--- src/tlr_pkg.sv ---
// Purpose: Shared constants and types for the temperature limit register bank
// Assumes: Two-wire serial slave, pointer selected limit registers
// Notes: Mask function serves both the write path and the read path
package tlr_pkg;
  // ==================================================
  // Bus framing
  localparam logic [3:0] DEV_ADDR_FIXED = 4'h9; // Fixed upper address bits 1001
  localparam logic [3:0] BIT_LAST = 4'h8; // Bits per byte on the wire
  localparam logic [1:0] WCNT_EXTRA = 2'h2; // Data bytes past the second
  // ==================================================
  // Register map
  localparam logic [7:0] PTR_LOW = 8'h02; // Lower alarm limit
  localparam logic [7:0] PTR_HIGH = 8'h03; // Upper alarm limit
  localparam logic [7:0] PTR_RESET = 8'h00; // Pointer after reset
  localparam logic [15:0] KEEP_9BIT_LSB = 16'h007f; // Unused bits at 9-bit resolution
  // ==================================================
  // Carriers
  typedef struct packed {
    logic [15:0] high; // Upper threshold
    logic [15:0] low; // Lower threshold
  } tlr_limits_type;
  typedef struct packed {
    logic busy; // Nonvolatile copy in progress
    logic lock; // Reversible lock
    logic lockdown; // Permanent lockdown
  } tlr_guard_type;
  typedef enum logic [8:0] {
    ST_IDLE = 9'h001,
    ST_ADDR = 9'h002,
    ST_ACK_ADDR = 9'h004,
    ST_PTR = 9'h008,
    ST_ACK_PTR = 9'h010,
    ST_WDATA = 9'h020,
    ST_ACK_WDATA = 9'h040,
    ST_RDATA = 9'h080,
    ST_ACK_MST = 9'h100
  } tlr_state_type;
  // Bits kept for a resolution code 0..3 (9 to 12 bits)
  function automatic logic [15:0] tlr_res_mask(input logic [1:0] res);
    tlr_res_mask = ~(KEEP_9BIT_LSB >> res);
  endfunction
endpackage

--- src/tlr_top.sv ---
// Purpose: Volatile alarm limit registers behind a two-wire serial slave
// Assumes: Pins arrive asynchronously; guard and resolution come from this clock
// Notes: Open-drain data pin split into value, enable and input
`timescale 1ns/10ps
// Functional notes
// (RULE1) Limits are 16-bit two's complement, sign bit 15
// (RULE2) Write keeps resolution bits, zeroes lower bits
// (RULE3) Read returns resolution bits, lower bits zero
// (RULE4) Acknowledge matching write address with strap bits
// (RULE5) Acknowledge pointer byte selecting low or high
// (RULE6) Two data bytes form value; extras ignored
// (RULE7) Stop or restart before two bytes discards data
// (RULE8) Busy, lock or lockdown refuses limit change
// (RULE9) Locked writes acked; busy nacks data bytes
// (RULE10) Pointer persists across transfers
// (RULE11) Read address acked, upper byte shifted first
// (RULE12) Master nack after lower byte releases line
// (RULE13) Master ack after lower byte repeats register
// (RULE14) Reset loads limits from nonvolatile copies
// (RULE15) Master keeps high limit above low limit
// (RULE16) Limit value change clears fault counter
// (RULE17) Limits feed the alarm thresholds
// (RULE18) Alarm uses volatile limits, not nonvolatile copies
// (RULE19) First data byte is bits 15..8, MSB first
// (RULE20) Masking uses resolution at second byte end
module tlr_top #(
  parameter int SYNC_STAGES = 3
) (
  input wire logic clk_i,
  input wire logic reset_i,
  input wire logic scl_i,
  input wire logic sda_i,
  output logic sda_o,
  output logic sda_oe_o,
  input wire logic [2:0] addr_pins_i,
  input wire logic resolution_select_hi_i,
  input wire logic resolution_select_lo_i,
  input wire tlr_pkg::tlr_guard_type guard_i,
  input wire tlr_pkg::tlr_limits_type nv_limits_i,
  output tlr_pkg::tlr_limits_type alarm_limits_o,
  output logic fault_count_clear_o
);
  // ==================================================
  // Pin synchronisers
  logic [SYNC_STAGES-1:0] sync_q [5]; // Per pin shift chain
  logic [SYNC_STAGES-1:0] sync_d [5];
  logic [4:0] filt_q; // Agreed pin levels
  logic [4:0] filt_d;
  logic [4:0] prev_q; // Levels one cycle back
  logic [4:0] pins;

  assign pins = {scl_i, sda_i, addr_pins_i};

  // Shift pins in, accept a level once the last two stages agree
  always_comb begin
    for (int i = 0; i < 5; i++) begin
      sync_d[i] = {sync_q[i][SYNC_STAGES-2:0], pins[i]};
      filt_d[i] = filt_q[i];
      if (sync_q[i][SYNC_STAGES-1] == sync_q[i][SYNC_STAGES-2]) begin
        filt_d[i] = sync_q[i][SYNC_STAGES-1];
      end
    end
  end

  // Idle bus is high on both wires
  always_ff @(posedge clk_i) begin
    if (reset_i) begin
      for (int i = 0; i < 5; i++) begin
        sync_q[i] <= '1;
      end
      filt_q <= 5'h1f;
      prev_q <= 5'h1f;
    end else begin
      sync_q <= sync_d;
      filt_q <= filt_d;
      prev_q <= filt_q;
    end
  end

  // ==================================================
  // Bus conditions
  logic scl_f; // Filtered clock
  logic sda_f; // Filtered data
  logic scl_rise;
  logic scl_fall;
  logic start_seen;
  logic stop_seen;
  logic [1:0] res; // Current resolution code
  logic blocked; // Limit change refused

  assign scl_f = filt_q[4];
  assign sda_f = filt_q[3];
  assign scl_rise = scl_f && !prev_q[4];
  assign scl_fall = !scl_f && prev_q[4];
  // Data moving while clock is high frames a transfer
  assign start_seen = scl_f && prev_q[4] && prev_q[3] && !sda_f;
  assign stop_seen = scl_f && prev_q[4] && !prev_q[3] && sda_f;
  assign res = {resolution_select_hi_i, resolution_select_lo_i};
  assign blocked = guard_i.busy || guard_i.lock || guard_i.lockdown; // RULE8

  // ==================================================
  // Transfer engine and limit registers
  tlr_pkg::tlr_state_type st_q, st_d;
  logic [3:0] cnt_q, cnt_d; // Bits seen in this byte
  logic [7:0] sh_q, sh_d; // Receive shifter
  logic [7:0] ptr_q, ptr_d; // Register pointer
  logic [7:0] hold_q, hold_d; // First data byte
  logic [1:0] wcnt_q, wcnt_d; // Data bytes in this write
  logic rd_q, rd_d; // Transfer is a read
  logic bsel_q, bsel_d; // Lower byte being sent
  logic [7:0] tx_q, tx_d; // Transmit shifter
  logic drive_q, drive_d; // Pulling data low
  logic more_q, more_d; // Master acked last byte
  tlr_pkg::tlr_limits_type lim_q, lim_d; // RULE1
  logic fclr_q, fclr_d;
  logic commit;
  logic [15:0] new_word;
  logic [15:0] rd_word;

  // Assembled write word, masked by resolution at this moment
  assign new_word = {hold_q, sh_q} & tlr_pkg::tlr_res_mask(res); // RULE19 RULE20 RULE2

  // Unmapped pointers read as zero here; other registers live elsewhere
  always_comb begin
    rd_word = 16'h0000;
    if (ptr_q == tlr_pkg::PTR_LOW) begin
      rd_word = lim_q.low;
    end else if (ptr_q == tlr_pkg::PTR_HIGH) begin
      rd_word = lim_q.high;
    end
    rd_word = rd_word & tlr_pkg::tlr_res_mask(res); // RULE3
  end

  // Next state of the byte engine
  always_comb begin
    st_d = st_q;
    cnt_d = cnt_q;
    sh_d = sh_q;
    ptr_d = ptr_q;
    hold_d = hold_q;
    wcnt_d = wcnt_q;
    rd_d = rd_q;
    bsel_d = bsel_q;
    tx_d = tx_q;
    drive_d = drive_q;
    more_d = more_q;
    lim_d = lim_q;
    commit = 1'b0;
    if (start_seen) begin
      // Restart abandons any partial write
      st_d = tlr_pkg::ST_ADDR; // RULE7
      cnt_d = 4'h0;
      drive_d = 1'b0;
      wcnt_d = 2'h0;
    end else if (stop_seen) begin
      st_d = tlr_pkg::ST_IDLE; // RULE7
      drive_d = 1'b0;
    end else begin
      case (st_q)
        tlr_pkg::ST_ADDR, tlr_pkg::ST_PTR, tlr_pkg::ST_WDATA: begin
          if (scl_rise) begin
            // MSB first on the wire
            sh_d = {sh_q[6:0], sda_f}; // RULE19
            cnt_d = cnt_q + 4'h1;
          end else if (scl_fall && cnt_q == tlr_pkg::BIT_LAST) begin
            cnt_d = 4'h0;
            if (st_q == tlr_pkg::ST_ADDR) begin
              if (sh_q[7:1] == {tlr_pkg::DEV_ADDR_FIXED, filt_q[2:0]}) begin
                st_d = tlr_pkg::ST_ACK_ADDR; // RULE4 RULE11
                drive_d = 1'b1;
                rd_d = sh_q[0];
              end else begin
                // Not ours: stay off the bus until the next start
                st_d = tlr_pkg::ST_IDLE;
              end
            end else if (st_q == tlr_pkg::ST_PTR) begin
              ptr_d = sh_q; // RULE10
              st_d = tlr_pkg::ST_ACK_PTR; // RULE5
              drive_d = 1'b1;
            end else begin
              st_d = tlr_pkg::ST_ACK_WDATA;
              drive_d = !guard_i.busy; // RULE9
              if (wcnt_q == 2'h0) begin
                hold_d = sh_q; // RULE19
              end
              if (wcnt_q == 2'h1 && !blocked) begin
                commit = 1'b1; // RULE6 RULE8
              end
              if (wcnt_q != tlr_pkg::WCNT_EXTRA) begin
                wcnt_d = wcnt_q + 2'h1; // RULE6
              end
            end
          end
        end
        tlr_pkg::ST_ACK_ADDR: begin
          if (scl_fall) begin
            cnt_d = 4'h0;
            if (rd_q) begin
              // Upper byte leads every read
              bsel_d = 1'b0;
              tx_d = rd_word[15:8]; // RULE11
              drive_d = !rd_word[15];
              st_d = tlr_pkg::ST_RDATA;
            end else begin
              drive_d = 1'b0;
              st_d = tlr_pkg::ST_PTR;
            end
          end
        end
        tlr_pkg::ST_ACK_PTR, tlr_pkg::ST_ACK_WDATA: begin
          if (scl_fall) begin
            drive_d = 1'b0;
            st_d = tlr_pkg::ST_WDATA;
          end
        end
        tlr_pkg::ST_RDATA: begin
          if (scl_rise) begin
            cnt_d = cnt_q + 4'h1;
          end else if (scl_fall) begin
            if (cnt_q == tlr_pkg::BIT_LAST) begin
              // Free the line for the master's ack bit
              drive_d = 1'b0;
              st_d = tlr_pkg::ST_ACK_MST;
            end else begin
              tx_d = {tx_q[6:0], 1'b0};
              drive_d = !tx_q[6];
            end
          end
        end
        tlr_pkg::ST_ACK_MST: begin
          if (scl_rise) begin
            more_d = !sda_f;
          end else if (scl_fall) begin
            if (more_q) begin
              // After the lower byte wrap back to the upper one
              bsel_d = !bsel_q; // RULE13
              tx_d = bsel_q ? rd_word[15:8] : rd_word[7:0];
              drive_d = bsel_q ? !rd_word[15] : !rd_word[7];
              cnt_d = 4'h0;
              st_d = tlr_pkg::ST_RDATA;
            end else begin
              // Nack ends the read; line stays released
              st_d = tlr_pkg::ST_IDLE; // RULE12
            end
          end
        end
        default: begin
          st_d = tlr_pkg::ST_IDLE;
        end
      endcase
    end
    if (commit && ptr_q == tlr_pkg::PTR_LOW) begin
      lim_d.low = new_word; // RULE2
    end else if (commit && ptr_q == tlr_pkg::PTR_HIGH) begin
      lim_d.high = new_word; // RULE2
    end
    // Rewriting an equal value leaves the fault count alone
    fclr_d = (lim_d != lim_q); // RULE16
  end

  // Reset copies the nonvolatile limits in
  always_ff @(posedge clk_i) begin
    if (reset_i) begin
      st_q <= tlr_pkg::ST_IDLE;
      cnt_q <= 4'h0;
      sh_q <= 8'h00;
      ptr_q <= tlr_pkg::PTR_RESET;
      hold_q <= 8'h00;
      wcnt_q <= 2'h0;
      rd_q <= 1'b0;
      bsel_q <= 1'b0;
      tx_q <= 8'h00;
      drive_q <= 1'b0;
      more_q <= 1'b0;
      lim_q <= nv_limits_i; // RULE14
      fclr_q <= 1'b0;
    end else begin
      st_q <= st_d;
      cnt_q <= cnt_d;
      sh_q <= sh_d;
      ptr_q <= ptr_d;
      hold_q <= hold_d;
      wcnt_q <= wcnt_d;
      rd_q <= rd_d;
      bsel_q <= bsel_d;
      tx_q <= tx_d;
      drive_q <= drive_d;
      more_q <= more_d;
      lim_q <= lim_d;
      fclr_q <= fclr_d;
    end
  end

  // ==================================================
  // Outputs
  assign sda_o = 1'b0; // Open drain: only ever pulls low
  assign sda_oe_o = drive_q;
  assign alarm_limits_o = lim_q; // RULE17 RULE18
  assign fault_count_clear_o = fclr_q; // RULE16
endmodule

--- config.mk ---
export PLATFORM = sky130hd
export DESIGN_NAME = tlr_top
export DESIGN_NICKNAME = d
export VERILOG_FILES = /design/src/tlr_pkg.sv /design/src/tlr_top.sv
export SDC_FILE = /design/constraint.sdc
export NUM_CORES = 1
export LEC_CHECK = 0
export BUFFER_PORTS_ARGS = -buffer_cell sky130_fd_sc_hd__buf_2
export CORE_MARGIN = 4
export CORE_UTILIZATION = 51
export DETAILED_ROUTE_END_ITERATION = 7
export GPL_TIMING_DRIVEN = 0
export PLACE_DENSITY_LB_ADDON = 0.2
export SLEW_MARGIN = 20
export SYNTH_ARGS = -nofsm -noshare
export SYNTH_HDL_FRONTEND = slang
export SYNTH_SLANG_ARGS = --single-unit
export TNS_END_PERCENT = 1
--- constraint.sdc ---
create_clock -name clk_i -period 2.1 [get_ports clk_i]
set_input_delay 0.315 -clock clk_i [delete_from_list [all_inputs] [get_ports clk_i]]
set_output_delay 0.315 -clock clk_i [all_outputs]
set_load 0.1 [all_outputs]
==> summary.md <==
| Metric | Value |
|---|---|
| Post-synth cell types | 65 |
| Minimum clock period | 2140 ps |
| Arrival time at the worst endpoint | 2400 ps |
| Net Count, Synth | 616 |
| XOR/XNOR Fraction of Synth Area | 5.16% |
| Met3 Track Usage GR | 4.12% |
| Crit Path Max Fanout | 10 |
| FF-to-FF End | alarm_limits_o[6] |
| M2 GR Usage | 42.9% |
| Post-synthesis compound-gate area fraction | 12.6% |
| Via/cell ratio | 5.59 |
| Ys flop type | dfxtp_1 |
| Worst Reg-to-Reg Cells | 8 |
| Reg2reg start | ptr_q[3] |
| Hold Path Origin | addr_pins_i[2] |
| Post-Synth Simple-Gate Area | 22.2% |
| Pwr/cell area | 679 nW/um^2 |
| First-pass GRT wire length | 22.3 mm |
| Mapped Area | 5100 sq um |
| Number of vias in the routed layout | 4526 |
| Worst-skew pair later-pin latency | 380 ps |
| Critical path, cell by cell | or4_4, nor4b_4, buf_6, nand4_4, nor2_8, buf_12, mux2i_1, o21ai_1 |
| Hold Crit Endpoint | sync_d[7] |
| Placer Congestion | 0.935 |
| Worst Path Buf+Inv | 2 |
| Residual DRC | 0 |
| DR iter-0 viols | 193 |
| Share of cells above drive strength 1 | 27.1% |
| Setup CP Type | reg2reg |
| Number of flops mapped to enable cells by yosys | 0 |
| Mux contribution to synthesized area | 14.0% |
| GR peak layer | met2 |
| R2R Setup Slk | -40 ps |
| WP data required | 2360 ps |
| Maximum vdd drop | 449 uV |
| Sink Count | 105 |
| N_diodes | 0 |
| Die area | 11700 sq um |
| Failing checks | negative setup slack |
| CTS tree | built |
| Inserted Clock Buffers | 9 |
| Skew final | 7.95 ps |
| Number of synthesized register bits | 105 |
| Clock-pin transition on the worst setup and hold timing paths | 100 ps |
| Total core area | 9770 sq um |
| # H-tree levels | 3 |
| Met1 usage | 30.4% |
| Place WS | -565 ps |
| Max cap viols | 0 |
| Hold Buf Count CTS | 0 |
| Row count | 36 |
| Initial Utilization | 52.1% |
| Hold path depth | 2 |
| Adder-cell share of the synthesized area | 1.23% |
| RSZ-0062 raised after global routing | yes |
| Initial antenna violation count | 0 |
| Port bufs | 76 |
| Sequential area share after synthesis | 41.2% |
| Routed WL per cell | 17.5 microns |
| Synth warn | 0 |
| Outcome | complete, but fails checks |
| Hold Crit Class | in2reg |
| Largest net degree at the start of global routing | 19 |
| Crit-path slowest cell | or4_4 |
| Worst Tran Pin Value | 537 ps |
| Fraction of registers with async set/reset | 0% |
| Crit path largest cell delay | 550 ps |
| Root Buffer Master | clkbuf_8 |
| Avg Synthesized Cell Area | 8.99 sq um |
| Crit path capture type | register |
| Largest family of logic cells by synthesized area | simple AND/OR/NAND/NOR gates |
| Die Ht | 108 microns |
| Number of routed nets with antenna violations | 0 |
| Count of final hold-check violations | 0 |
| GRT Overall Usage | 24.3% |
| Leak | 2.63 nW |
| Setup_tns | -177 ps |
| Area growth, synth to finish | 21.9% |
| PnR worst setup slack | -38.0 ps |
| Fin util | 63.5% |
| Critical path's top delay family | simple AND/OR/NAND/NOR gates |
| Remaining global-route overflow | 0 |
| Final Cycle Share | 102% |
| Num ports | 79 |
| DIE WIDTH | 108 microns |
| Maximum buffer depth of the clock tree | 2 |
| Final setup vio count | 10 |
| Final net count | 720 |
| Cells after Synth | 567 |
| WL final | 14.2 mm |
| Slew headroom | 64.2% |
| Peak Freq | 468 MHz |
| Dpl hpwl | 10.2 mm |
| Startpoint types | register |
| Vias in the first global route | 4488 |
| TritonRoute pass-1 iters | 4 |
| Count of final max-slew check failures | 0 |
worst max-delay path by stage:
stage / startpoint / endpoint / slack [ps] / cells past startpoint
2_1_floorplan: ptr_q[3] / alarm_limits_o[6] / -70 / 7
3_3_place_gp: st_q[1] / alarm_limits_o[20] / -580 / 7
3_5_place_dp: st_q[1] / alarm_limits_o[28] / -560 / 7
4_1_cts: ptr_q[3] / alarm_limits_o[6] / -130 / 8
5_1_grt: ptr_q[3] / alarm_limits_o[13] / -120 / 8
6_report: ptr_q[3] / alarm_limits_o[6] / -40 / 8
kinds of logic after synthesis:
group	count (synthesis)
other	1
adders and majority gates	5
muxes	71
buffers and inverters	40
DFF	105
xor gates and xnor gates	30
and+or+nand+nor	211
AOI/OAI and AO/OA	104
where the power goes:
group / leakage (nW) / internal (mW) / switching [mW] / total [mW]
registers: 0.862 / 2.06 / 0.0730 / 2.13
logic: 1.67 / 0.155 / 0.577 / 0.732
clock network: 0.101 / 0.599 / 0.751 / 1.35
cells in the final DEF, fill, tap and decap left out, types with 17 or more instances in the layout:
cell     Yosys  routed
dfxtp_1    105     102
mux2i_1     68      68
nand2_1     63      62
buf_4        1      18
buf_2        6      78
o21ai_0     22      18
o21ai_1     27      30
or2_2       17      17
nor2_1      62      59
registers in the layout, summed over array words and instances (netlist names):
name                 cells
bsel_q                   1
rd_q                     1
fault_count_clear_o      1
hold_q                   8
alarm_limits_o          32
more_q                   1
filt_q                   5
wcnt_q                   2
sda_oe_o                 1
sh_q                     8
sync_q                   5
tx_q                     7
cnt_q                    4
sync_d                  10
prev_q                   2
ptr_q                    8
st_q                     9
layer usage:
layer	wire (microns)	part of all wire (%)
met1	6260	44
met2	6870	48
met3	748	5.3
met4	296	2.1
met5	0	0
per-stage QoR:
step	std cells	total power, mW	hold WS [ps]	cell area, sq um
floorplan	567	2.74	389	5100
global placement	776	2.90	390	5640
detailed placement	776	2.91	393	5640
CTS	797	4.24	97.1	5990
global route	809	4.36	99.7	6210
finish	809	4.22	116	6210
what timing repair did:
action / in CTS / in global routing
gates resized for setup: 25 / 37
setup buffers: 7 / 11
pin swaps: 8 / 9
setup endpoints to repair: 80 / 78
cloned: 0 / 1
cell usage after synthesis, types with 2 or more instances:
cell | instances | area share [%]
a211oi_1 | 2 | 0.29
o21ai_0 | 22 | 2.2
ha_1 | 5 | 1.2
nand2b_1 | 8 | 0.98
and4_1 | 2 | 0.34
nor2_1 | 62 | 4.6
xnor2_1 | 14 | 2.4
and2_1 | 2 | 0.25
inv_1 | 9 | 0.66
a21oi_1 | 17 | 1.7
a311oi_1 | 3 | 0.52
nand4_4 | 2 | 0.83
and3_1 | 2 | 0.25
nand2_1 | 63 | 4.6
nand3_1 | 7 | 0.69
nor2b_1 | 5 | 0.61
a31oi_1 | 3 | 0.37
o21ai_1 | 27 | 2.7
buf_2 | 6 | 0.59
xor2_1 | 16 | 2.7
nand4_1 | 7 | 0.86
or3_1 | 2 | 0.25
o32ai_1 | 2 | 0.34
o2111ai_1 | 2 | 0.34
dfxtp_1 | 105 | 41
mux2_2 | 3 | 0.66
nor3_2 | 4 | 0.79
nor4_1 | 6 | 0.74
clkbuf_1 | 22 | 1.6
o22ai_1 | 3 | 0.37
nand3b_1 | 4 | 0.59
a21bo_2 | 2 | 0.39
nor3_1 | 5 | 0.49
o211a_1 | 2 | 0.39
mux2i_1 | 68 | 13
nand4b_1 | 3 | 0.52
a2111oi_0 | 2 | 0.34
or2_2 | 17 | 2.1
o21bai_1 | 5 | 0.74
cell type report:
| class | instances | area, sq um |
|---|---|---|
| inverters | 9 | 33.8 |
| multi-input cells | 423 | 2970 |
| plain buffers | 29 | 178 |
| repair buffers | 94 | 548 |
| clock inverters | 6 | 73.8 |
| well taps | 133 | 166 |
| fillers | 887 | 3560 |
| clock buffers | 10 | 138 |
| flip-flops and latches | 105 | 2110 |
(Power assumes the default switching activity.)
